===== config.mk =====
export PLATFORM = sky130hd
export DESIGN_NAME = dpbc_command_decode
export DESIGN_NICKNAME = d
export VERILOG_FILES = /design/src/dpbc_command_decode.v /design/src/dpbc_crc8.v
export VERILOG_INCLUDE_DIRS = /design/src
export SDC_FILE = /design/constraint.sdc
export NUM_CORES = 1
export LEC_CHECK = 0
export BUFFER_PORTS_ARGS = -buffer_cell sky130_fd_sc_hd__buf_4
export CAP_MARGIN = 25
export CORE_AREA = 4 4 137 106
export CTS_CLUSTER_SIZE = 8
export DETAILED_ROUTE_END_ITERATION = 6
export DIE_AREA = 0 0 141 110
export HOLD_SLACK_MARGIN = 0.02
export PLACE_DENSITY = 0.87
export SLEW_MARGIN = 20
export SYNTH_ARGS = -nofsm -noshare
export SYNTH_HDL_FRONTEND = slang
export SYNTH_SLANG_ARGS = --single-unit

===== constraint.sdc =====
create_clock -name MCLK -period 3.9 [get_ports MCLK]
set_clock_uncertainty 0.15 [all_clocks]
set_input_delay 0.585 -clock MCLK [delete_from_list [all_inputs] [get_ports MCLK]]
set_output_delay 0.585 -clock MCLK [all_outputs]
set_load 0.1 [all_outputs]

===== src/dpbc_map.vh =====
`ifndef DPBC_MAP_VH
`define DPBC_MAP_VH

// Command word layout: address, command code, data, check byte
`define DPBC_CMD_BITS 32
`define DPBC_ADDR_MSB 31
`define DPBC_ADDR_LSB 28
`define DPBC_CODE_MSB 27
`define DPBC_CODE_LSB 24
`define DPBC_DATA_MSB 23
`define DPBC_DATA_LSB 8
`define DPBC_CRC_MSB 7
`define DPBC_CRC_LSB 0

// Check byte generator
`define DPBC_CRC_POLY 8'h1d
`define DPBC_CRC_SEED 8'hff

// Command lengths in bits
`define DPBC_LEN_BCAST 6'h01
`define DPBC_LEN_FRAG2 6'h02
`define DPBC_LEN_FRAG4 6'h04
`define DPBC_LEN_FULL 6'h20

// Defined command codes; all others are reserved
`define DPBC_CODE_DEF0 4'h0
`define DPBC_CODE_WRITE 4'h8
`define DPBC_CODE_PERIODIC 4'hb

// Reset values
`define DPBC_RST_FLAG 1'b0
`define DPBC_RST_WORD 32'h00000000
`define DPBC_RST_COUNT 6'h00

`endif


===== src/dpbc_command_decode.v =====
`timescale 1ns/1ps
`include "dpbc_map.vh"

//------------------------------------------------------------------
// Contract
// - Answer matching, CRC-valid reserved command codes
// - Reply echoes address, code, fresh check byte
// - Drop reserved command for other address silently
// - Init flag set enables periodic mode
// - Periodic mode decodes broadcast reads and fragments
// - Same bit encoding and word layout everywhere
// - Diag off: answer only one-bit commands
// - Either bit value is a broadcast read
// - Fragments are 2 or 4 bits per select
// - Diag on: answer exactly reads and fragments
// - Read or odd length clears partial command
// - Diag command only after 32 valid bits
// - Assembled command checked with same CRC
// - No error check on broadcast reads
// - Init flag cleared only by reset
// - Periodic disables command mode; diag needs enable
//------------------------------------------------------------------
module dpbc_command_decode (
  // Clock and reset
  input wire MCLK,
  input wire RST_B,
  // Received command from the bit decoder
  input wire CMD_VALID,
  input wire [5:0] CMD_LEN,
  input wire [31:0] CMD_DATA,
  // Configuration
  input wire [3:0] NODE_ADDRESS_REG,
  input wire DIAG_MODE_ENABLE,
  input wire FRAGMENT_SIZE_SELECT,
  input wire ENTER_PERIODIC,
  // Mode status
  output reg INIT_COMPLETE_FLAG,
  output reg PERIODIC_COLLECTION_MODE,
  output reg DIAG_MODE_ACTIVE,
  // Responses
  output reg RESERVED_RESP_REQ,
  output reg [31:0] RESERVED_RESP_WORD,
  output reg PERIODIC_RESP_REQ,
  output reg DIAG_CMD_VALID,
  output reg [31:0] DIAG_CMD_WORD,
  output reg [5:0] DIAG_BIT_COUNT
);

  //----------------------------------------------------------------
  // Helpers
  //----------------------------------------------------------------

  // Codes without a defined function
  function is_reserved;
    input [3:0] code;
    begin
      is_reserved = (code != `DPBC_CODE_DEF0) && (code != `DPBC_CODE_WRITE) &&
                    (code != `DPBC_CODE_PERIODIC);
    end
  endfunction

  // Check byte of a word matches its leading 24 bits
  function crc_ok;
    input [31:0] word;
    input [7:0] calc;
    begin
      crc_ok = (word[`DPBC_CRC_MSB:`DPBC_CRC_LSB] == calc);
    end
  endfunction

  // Accumulator with the newest fragment appended at the bottom
  function [31:0] shift_frag;
    input [31:0] word;
    input [3:0] bits;
    input wide;
    begin
      if (wide) begin
        shift_frag = {word[27:0], bits};
      end else begin
        shift_frag = {word[29:0], bits[1:0]};
      end
    end
  endfunction

  //----------------------------------------------------------------
  // Check byte units
  //----------------------------------------------------------------

  reg [31:0] accum;
  reg [31:0] next_accum;
  wire [31:0] shifted_accum;
  wire [7:0] rx_crc;
  wire [7:0] diag_crc;
  wire [7:0] echo_crc;
  wire [23:0] echo_head;

  // Both command paths use instances of the same check byte module, so the rule cannot drift
  dpbc_crc8 u_rx_crc (
    .msg(CMD_DATA[31:8]),
    .crc(rx_crc)
  );

  // Candidate word is formed outside the decode process, so the check
  // byte unit never sits in a loop through that process
  assign shifted_accum = shift_frag(accum, CMD_DATA[3:0], FRAGMENT_SIZE_SELECT);

  dpbc_crc8 u_diag_crc (
    .msg(shifted_accum[31:8]),
    .crc(diag_crc)
  );

  // Echo head: own address, received code, data held at zero
  assign echo_head = {NODE_ADDRESS_REG, CMD_DATA[`DPBC_CODE_MSB:`DPBC_CODE_LSB], 16'h0000};

  dpbc_crc8 u_echo_crc (
    .msg(echo_head),
    .crc(echo_crc)
  );

  //----------------------------------------------------------------
  // Command decode
  //----------------------------------------------------------------

  // A command is taken on the edge where CMD_VALID is high; every answer
  // below is a one-cycle strobe on the following edge
  wire full_cmd = CMD_VALID && (CMD_LEN == `DPBC_LEN_FULL);
  wire addr_hit = (CMD_DATA[`DPBC_ADDR_MSB:`DPBC_ADDR_LSB] == NODE_ADDRESS_REG);
  wire [5:0] frag_len = FRAGMENT_SIZE_SELECT ? `DPBC_LEN_FRAG4 : `DPBC_LEN_FRAG2;
  wire is_bcast = (CMD_LEN == `DPBC_LEN_BCAST); // value of the bit ignored
  wire is_frag = (CMD_LEN == frag_len);
  wire diag_on = INIT_COMPLETE_FLAG && DIAG_MODE_ENABLE;

  reg [5:0] next_count;
  reg next_diag_valid;
  reg next_periodic_resp;

  // Fragment assembly and periodic reply selection
  always @* begin
    next_accum = accum;
    next_count = DIAG_BIT_COUNT;
    next_diag_valid = 1'b0;
    next_periodic_resp = 1'b0;
    if (CMD_VALID && INIT_COMPLETE_FLAG) begin
      if (!diag_on) begin
        next_periodic_resp = is_bcast;
        next_count = `DPBC_RST_COUNT;
      end else if (is_frag) begin
        next_periodic_resp = 1'b1;
        // Newest bits enter at the bottom, so the first sent ends at the top
        next_accum = shifted_accum;
        next_count = DIAG_BIT_COUNT + frag_len;
        if (next_count == `DPBC_LEN_FULL) begin
          next_diag_valid = crc_ok(shifted_accum, diag_crc);
          next_count = `DPBC_RST_COUNT;
        end else if (next_count > `DPBC_LEN_FULL) begin
          // Size changed mid-word and ran past 32: drop it; a mixed word that lands on 32 is still tested
          next_count = `DPBC_RST_COUNT;
        end
      end else begin
        // Reads, wrong-size fragments and any other length restart assembly
        next_periodic_resp = is_bcast;
        next_count = `DPBC_RST_COUNT;
      end
    end
  end

  //----------------------------------------------------------------
  // Registers
  //----------------------------------------------------------------

  // Mode flags; the init flag has no clear path besides reset
  always @(posedge MCLK or negedge RST_B) begin
    if (!RST_B) begin
      INIT_COMPLETE_FLAG <= `DPBC_RST_FLAG;
      PERIODIC_COLLECTION_MODE <= `DPBC_RST_FLAG;
      DIAG_MODE_ACTIVE <= `DPBC_RST_FLAG;
    end else begin
      if (ENTER_PERIODIC) begin
        INIT_COMPLETE_FLAG <= 1'b1;
      end
      PERIODIC_COLLECTION_MODE <= INIT_COMPLETE_FLAG;
      DIAG_MODE_ACTIVE <= diag_on;
    end
  end

  // Reserved command echo, only while command mode is alive
  always @(posedge MCLK or negedge RST_B) begin
    if (!RST_B) begin
      RESERVED_RESP_REQ <= `DPBC_RST_FLAG;
      RESERVED_RESP_WORD <= `DPBC_RST_WORD;
    end else begin
      RESERVED_RESP_REQ <= 1'b0;
      // Command mode is shut once periodic mode is on
      if (full_cmd && !INIT_COMPLETE_FLAG && addr_hit && crc_ok(CMD_DATA, rx_crc) &&
          is_reserved(CMD_DATA[`DPBC_CODE_MSB:`DPBC_CODE_LSB])) begin
        RESERVED_RESP_REQ <= 1'b1;
        RESERVED_RESP_WORD <= {echo_head, echo_crc};
      end
    end
  end

  // Periodic reply strobe and diagnostic assembly state
  // The diagnostic word holds until the next good assembly, so a reader need not race the strobe
  always @(posedge MCLK or negedge RST_B) begin
    if (!RST_B) begin
      accum <= `DPBC_RST_WORD;
      DIAG_BIT_COUNT <= `DPBC_RST_COUNT;
      PERIODIC_RESP_REQ <= `DPBC_RST_FLAG;
      DIAG_CMD_VALID <= `DPBC_RST_FLAG;
      DIAG_CMD_WORD <= `DPBC_RST_WORD;
    end else begin
      accum <= next_accum;
      DIAG_BIT_COUNT <= next_count;
      PERIODIC_RESP_REQ <= next_periodic_resp;
      DIAG_CMD_VALID <= next_diag_valid;
      if (next_diag_valid) begin
        DIAG_CMD_WORD <= next_accum;
      end
    end
  end

endmodule // dpbc_command_decode


===== src/dpbc_crc8.v =====
`timescale 1ns/1ps
`include "dpbc_map.vh"

// Combinational 8-bit check byte over the 24 leading bits, MSB first
module dpbc_crc8 (
  // Message bits
  input wire [23:0] msg,
  // Resulting check byte
  output reg [7:0] crc
);

  integer i;
  reg fb;

  // Serial LFSR unrolled by the loop
  always @* begin
    crc = `DPBC_CRC_SEED;
    fb = 1'b0;
    for (i = 23; i >= 0; i = i - 1) begin
      fb = crc[7] ^ msg[i];
      crc = {crc[6:0], 1'b0} ^ (fb ? `DPBC_CRC_POLY : 8'h00);
    end
  end

endmodule // dpbc_crc8


==> out/metrics.cfg, run 1 <==
[die]
die_w_um = 141
die_h_um = 110
coreArea_um2 = 12970
design.die.area_um2 = 15510
core.rowCount = 36
initial_utilization = 0.4989
io_pins = 124

[finish]
area_growth_pct = 29.38
drive_above_1_share = 0.3970
antennaDiodeCount = 0
postLayoutCellArea_um2 = 8374
nets = 774

[timing]
fin_crit_sh = 1.002
rsz0062_at_grt = yes
tightest_slew_ns = 0.5669
hold_viol = 0
holdWs_ns = 0.2777
setup_viol = 3
period_needed_ns = 3.906
max_freq_mhz = 256.0
drv_slew = 0
slew_headroom = 0.6220
final.setup.tns_ns = -0.01035
setup_ws_ns = -0.006352

[yosys]
syn_area_um2 = 6472
netlist_top_cells_count = xnor2_1 (103), dfrtp_1 (91), mux2i_1 (47)
synthTopCellsByArea = dfrtp_1 (35%), xnor2_1 (14%), mux2i_1 (7.3%), mux2_4 (7.0%), xnor3_1 (6.6%)
async_reset_ff_frac = 1.000
synth.avg_cell_area_um2 = 11.48
synthDistinctLibCells = 48
postSynthCellCount = 564
ys_ff_latch = 91
ys_warn_count = 0
synth_flop_cell = dfrtp_1
synth_top_cell_area_share = 0.3518
synth_edf_count = 0
yosys.cell_count.top_type = xnor2_1
seq_area_frac_synth = 0.3518
synth_top_area_cell = dfrtp_1

[drt]
drc = 0
drt_first_iter_violations = 244
vias = 4659
routedWlPerCell_um = 18.05
ant_nets = 0
firstDrtPassIters = 4
routed_wl_um = 16230
viasPerCell = 5.182

[global_route]
grt_overflow = 0
first_global_vias = 4757
grt_pass1_wl_um = 24870
antenna_found_initial = 0
grt_max_degree = 69
track_usage = 0.2018

[run]
max_cap_viol_count = 0

[placement]
dpl.hpwl_um = 11950
io_buffers = 106
placed_area_um2 = 7777
gp_congestion = 0.9046

[clock_tree]
clkTransAtPathRegs_ns = 0.07
root_buffer = clkbuf_16
clk_latency_ns = 0.35
tritoncts = yes
clock_sinks = 91
clockBufferDepth = 2
cts_made_buffers = 9
cts-htree-levels = 3

[worst_setup_path]
cp-end-kind = flop
slowest_stage = or4_4
critical_path_class = reg2reg
cp.arrival_ns = 3.99
critPathMaxFanout = 10
cp-start-kind = flop
slowest_delay_ns = 0.53
cp_top_family = XOR/XNOR gates
cp.required_ns = 3.99
worst-path-buf-inv = 4
worstPathCellList = buf_6 -> buf_6 -> xor2_4 -> xnor3_1 -> mux2i_1 -> buf_4 -> xor2_2 -> xnor3_1 -> or3_1 -> a211oi_2 -> a31oi_1 -> or4_4 -> clkbuf_16 -> mux2_4

[power_and_ir_drop]
p_per_area_nw_per_um2 = 325.7
p_leak_nw = 4.100
peakVddDrop_mv = 0.2030

[min_path]
hold_path_class = in2reg

[run_status]
violations = setup timing
status = complete, but fails checks

==> report_power, final <==
part           leakage (nW)  internal, mW  switching [mW]
clock network         0.148         0.514           0.380
registers              1.25         0.947         0.00352
logic                  2.70         0.382           0.501
==> placed cells by master, fill, tap and decap left out, types with 5 or more instances in the layout <==
cell type  Yosys  routed
buf_4         17     175
xnor3_1       19      18
xor2_1        43      38
xor2_2         2       6
xnor2_2        2      12
dfrtp_1       91      87
nand2_1       42      42
nor3_1         8       8
nand3_1        5       5
a31oi_1        5       5
a21oi_1        6       6
xnor2_1      103      92
o21ai_0       36      35
clkbuf_16      0      11
nor2_1        12      12
mux2_4        30      30
conb_1         1      17
mux2_2        21      21
mux2i_1       47      41
==> cell families (layout without fill, tap and decap cells) <==
family / after synthesis / count (layout) / share of synthesized area
AO/OA/AOI/OAI: 52 / 52 / 0.04427
XOR/XNOR: 174 / 174 / 0.2921
adder cells (fa/ha/maj): 3 / 3 / 0.006959
buffers and inverters: 53 / 201 / 0.05451
flip-flops: 91 / 91 / 0.3518
multiplexers: 98 / 98 / 0.1788
other: 1 / 17 / 0.0005794
AND/OR/NAND/NOR: 92 / 92 / 0.07095
==> per-stage QoR <==
step                      worst slack (ns)    util  cells  total power, mW
after global routing               -0.1230  0.6455    899            2.849
after global placement             -0.2332  0.5995    871            1.805
after detailed placement           -0.3688  0.5995    871            1.834
final                            -0.006352  0.6455    899            2.728
after floorplan                    0.02350       -    580            1.676
after CTS                         -0.05943  0.6300    895            2.728
==> routing by layer <==
metal,GRT usage,routed length (um),part of all wire,vias up
met2,0.3292,7759,0.48,129
met5,0,0,0,-
met3,0.04787,867,0.053,20
li1,-,-,-,2192
met4,0.04910,218,0.013,0
met1,0.2758,7383,0.45,2318
==> worst register-to-register path: cells and delay by family, from the launching register on <==
family	cells	cell delay (ns)
muxes	2	0.47
AOI/OAI and AO/OA	2	0.26
xor gates and xnor gates	4	0.96
DFF	1	0.44
and+or+nand+nor	2	0.88
buffers and inverters	4	0.64
==> state kept, by name (all words and copies together), names as in the netlist <==
signal / flops
DIAG_CMD_VALID: 1
DIAG_BIT_COUNT: 5
PERIODIC_COLLECTION_MODE: 1
accum: 32
INIT_COMPLETE_FLAG: 1
RESERVED_RESP_WORD: 16
PERIODIC_RESP_REQ: 1
DIAG_CMD_WORD: 32
RESERVED_RESP_REQ: 1
DIAG_MODE_ACTIVE: 1
==> what timing repair did <==
action | CTS | global route
gates cloned | 0 | 2
hold buffers | 1 | 0
pin swaps | 4 | 5
setup buffers | 7 | 2
hold endpoints to repair | 23 | 0
resized for setup | 8 | 20
endpoints found under the setup margin | 32 | 32
==> final cells by class <==
class                      instances  area [um2]
clock buffer                      10       239.0
clock inverter                     6       65.06
fill                             963        4598
inverter                           1       3.754
multi-input combinational        436        4103
sequential                        91        2282
tap                              171       214.0
timing repair buffer             184        1468
==> path summary, 6_finish.rpt <==
kind	start	cells past startpoint	slack, ns	end
max in group asynchronous	RST_B	3	2.25	accum[0]
worst min-delay path	ENTER_PERIODIC	2	0.28	INIT_COMPLETE_FLAG
worst max register to register	accum[23]	14	-0.006	DIAG_CMD_WORD[17]
worst max-delay path	accum[23]	14	-0.006	DIAG_CMD_WORD[17]
worst min register to register	INIT_COMPLETE_FLAG	0	0.35	PERIODIC_COLLECTION_MODE
min in group asynchronous	RST_B	2	0.52	accum[25]
Note: power is estimated with default switching activity, not from simulation.
==> inputs of run 2 (changes only) <==
CORE_AREA = 4 4 143 110   (was 4 4 137 106)
DIE_AREA = 0 0 147 114   (was 0 0 141 110)
PLACE_DENSITY = 0.86   (was 0.87)
SYNTH_HIERARCHICAL = 1   (was default)
==> run 2 against run 1 <==
Effect of this change: count of clock-buffer cells in the layout increased by 3; largest cell class unchanged; final area increased by 13%; final cell count increased by 6.0%; critical path type is now in2reg; combinational power rose by 130%; the run still ends with setup timing left; global-route usage grew 1.5 points; synthesized cell count down 6.0%; power grew 39%; sequential share of layout area fell by 3.2 points; area after synthesis rose by 8.8%; register-to-register slack got worse by 0.50 ns.
==> out/metrics.cfg, run 2 <==
[placement]
post-place-ws_ns = -0.6330  ; -0.2642 ns
io_buffers = 106  ; unchanged
gp_congestion = 0.9301  ; +2.8%
place_inst = 910  ; +4.5%
dpl.hpwl_um = 12910  ; +8.0%

[worst_setup_path]
cp.arrival_ns = 4.50  ; +0.51 ns
cp-start-kind = input port
cp-end-kind = flop
critical_path_class = in2reg
critPathMaxFanout = 12  ; +2
reg2reg_depth = 15  ; +1
cp.required_ns = 3.98  ; about the same
rrSetupSlack_ns = -0.51  ; -0.50 ns

[power_and_ir_drop]
peakVddDrop_mv = 0.4131  ; +100%
p_leak_nw = 4.838  ; +18%
total_power_mw = 3.799  ; +39%
p_per_area_nw_per_um2 = 401.0  ; +23%

[yosys]
seq_area_frac_synth = 0.3233  ; -0.02850
synth_top_area_cell = dfrtp_1
async_reset_ff_frac = 1.000  ; unchanged
netlist_top_cells_count = xnor2_1 (123), dfrtp_1 (91), mux2_2 (68)
synthDistinctLibCells = 44  ; -8.3%
syn_area_um2 = 7043  ; +8.8%
synth_top_cell_area_share = 0.3233  ; -0.02850
synth.avg_cell_area_um2 = 13.29  ; +16%
synth_edf_count = 0  ; unchanged
ys_ff_latch = 91  ; unchanged
synth_flop_cell = dfrtp_1
yosys.cell_count.top_type = xnor2_1
postSynthCellCount = 530  ; -6.0%
ys_warn_count = 6  ; +6
synthTopCellsByArea = dfrtp_1 (32%), xnor2_1 (15%), xnor3_1 (12%), mux2_2 (11%), mux2_4 (6.4%)

[min_path]
hold_path_class = in2reg
min_delay_path_depth = 2  ; unchanged

[die]
die_w_um = 147  ; +4.3%
design.die.area_um2 = 16760  ; +8.0%
io_pins = 124  ; unchanged
core.rowCount = 38  ; +5.6%
initial_utilization = 0.4921  ; -0.006808
die_h_um = 114  ; +3.6%
coreArea_um2 = 14310  ; +10%

[finish]
post-route-util = 0.6619  ; +0.01637
area_growth_pct = 34.50
antennaDiodeCount = 0  ; unchanged
instances_no_fill = 953  ; +6.0%
final_cell_mix = buf_4 (190), xnor2_1 (112), dfrtp_1 (91)
largestRegisters = DIAG_CMD_WORD: 32 flops, accum: 32 flops, RESERVED_RESP_WORD: 16 flops
nets = 799  ; +3.2%
layout_commonest_cell = buf_4
drive_above_1_share = 0.4847  ; +0.08775

[global_route]
grt_max_degree = 79  ; +14%
grt_pass1_wl_um = 28350  ; +14%
antenna_found_initial = 0  ; unchanged
first_global_vias = 5114  ; +7.5%
track_usage = 0.2173  ; +0.01548
grt_overflow = 0  ; unchanged

[run_status]
status = complete, but fails checks
violations = setup timing

[clock_tree]
clockBufferDepth = 2  ; unchanged
root_buffer = clkbuf_16
cts-htree-levels = 3  ; unchanged
tritoncts = yes
clkTransAtPathRegs_ns = 0.06  ; about the same
cts_made_buffers = 9  ; unchanged
clock_sinks = 91  ; unchanged
clk_latency_ns = 0.35  ; about the same

[timing]
hold_viol = 0  ; unchanged
fin_crit_sh = 1.133  ; +0.1318
setup_ws_ns = -0.5202  ; -0.5138 ns
rsz0062_at_grt = yes
period_needed_ns = 4.420  ; +0.5138 ns
setup_viol = 34  ; +31
max_freq_mhz = 226.2  ; -12%
drv_slew = 0  ; unchanged
holdWs_ns = 0.2911  ; +0.01341 ns

[drt]
routedWlPerCell_um = 19.89  ; +10%
drc = 0  ; unchanged
ant_nets = 0  ; unchanged
drt_first_iter_violations = 248  ; +1.6%
vias = 4851  ; +4.1%
firstDrtPassIters = 5  ; +1
viasPerCell = 5.090  ; -1.8%
routed_wl_um = 18960  ; +17%

[run]
max_cap_viol_count = 0  ; unchanged

-- run 2: cell types whose count changed after synthesis, sizes merged, moves of 11 or more --
| cell | previous run | this run |
|---|---|---|
| nand2 | 42 | 14 |
| xnor3 | 21 | 42 |
| clkbuf | 17 | 2 |
| xnor2 | 105 | 132 |
| mux2 | 51 | 98 |
| o21ai | 36 | 10 |
| mux2i | 47 | 8 |
| xor2 | 45 | 34 |
-- run 2: logic make-up (layout without fill, tap and decap cells) --
| group | Yosys count | after routing | share of synthesized area |
|---|---|---|---|
| AOI/OAI and AO/OA | 17 | 17 | 0.01368 |
| xor gates and xnor gates | 217 | 217 | 0.3850 |
| adders and majority gates | 3 | 3 | 0.006395 |
| buffers and inverters | 47 | 230 | 0.04619 |
| DFF | 91 | 91 | 0.3233 |
| muxes | 106 | 106 | 0.1840 |
| other | 1 | 41 | 0.0005324 |
| and+or+nand+nor | 48 | 48 | 0.04086 |
-- run 2: worst max-delay path, stage by stage --
cell and delay, ns:
buf_12 0.12, buf_8 0.13, mux2_4 0.35, buf_4 0.16
xnor2_1 0.20, xnor2_1 0.20, xnor3_1 0.54, xnor2_1 0.29
xnor3_1 0.42, buf_4 0.18, xnor2_4 0.13, nand3_2 0.13
a21oi_2 0.19, nand4_2 0.18, buf_6 0.21, buf_12 0.15
mux2_4 0.30
-- run 2: worst paths after layout --
kind / startpoint / endpoint
max: FRAGMENT_SIZE_SELECT / DIAG_CMD_WORD[9]
min: ENTER_PERIODIC / INIT_COMPLETE_FLAG
max reg2reg: accum[24] / DIAG_CMD_WORD[9]
min reg2reg: accum[30] / accum[30]
max in group asynchronous: RST_B / DIAG_CMD_WORD[7]
min in group asynchronous: RST_B / DIAG_CMD_WORD[15]
-- run 2: final cells by class --
cell class,count,area (um2)
Multi-Input combinational cell,432,4846
Fill cell,949,4838
Clock inverter,3,21.27
Clock buffer,13,260.3
Sequential cell,91,2277
Tap cell,200,250.2
Timing Repair Buffer,209,1799
Inverter,5,18.77
-- run 2: power breakdown --
part / internal (mW) / switching (mW) / total (mW)
Clock: 0.469 / 0.367 / 0.836
Combinational: 1.16 / 0.852 / 2.01
Sequential: 0.947 / 0.00419 / 0.952
Total: 2.58 / 1.22 / 3.80
-- run 2: repair_timing --
action	in CTS	in global routing
hold buffers	0	1
endpoints found under the setup margin	32	50
cloned	4	0
resized for setup	28	15
buffers inserted	11	10
pin swaps	9	10
hold endpoints to repair	0	19
-- run 2: routing by layer --
metal,GRT usage,wire length [um],vias up
li1,-,-,2187
met1,0.2887,8122,2455
met2,0.3575,9177,184
met3,0.05282,1306,25
met4,0.06518,350,0
met5,0,0,-
-- run 2: through the flow --
step / setup TNS, ns / cell area (um2)
after floorplan: -15.59 / 7317
after global placement: -16.57 / 8653
after detailed placement: -24.05 / 8653
after CTS: -7.185 / 9249
after global routing: -17.15 / 9473
final: -16.26 / 9473
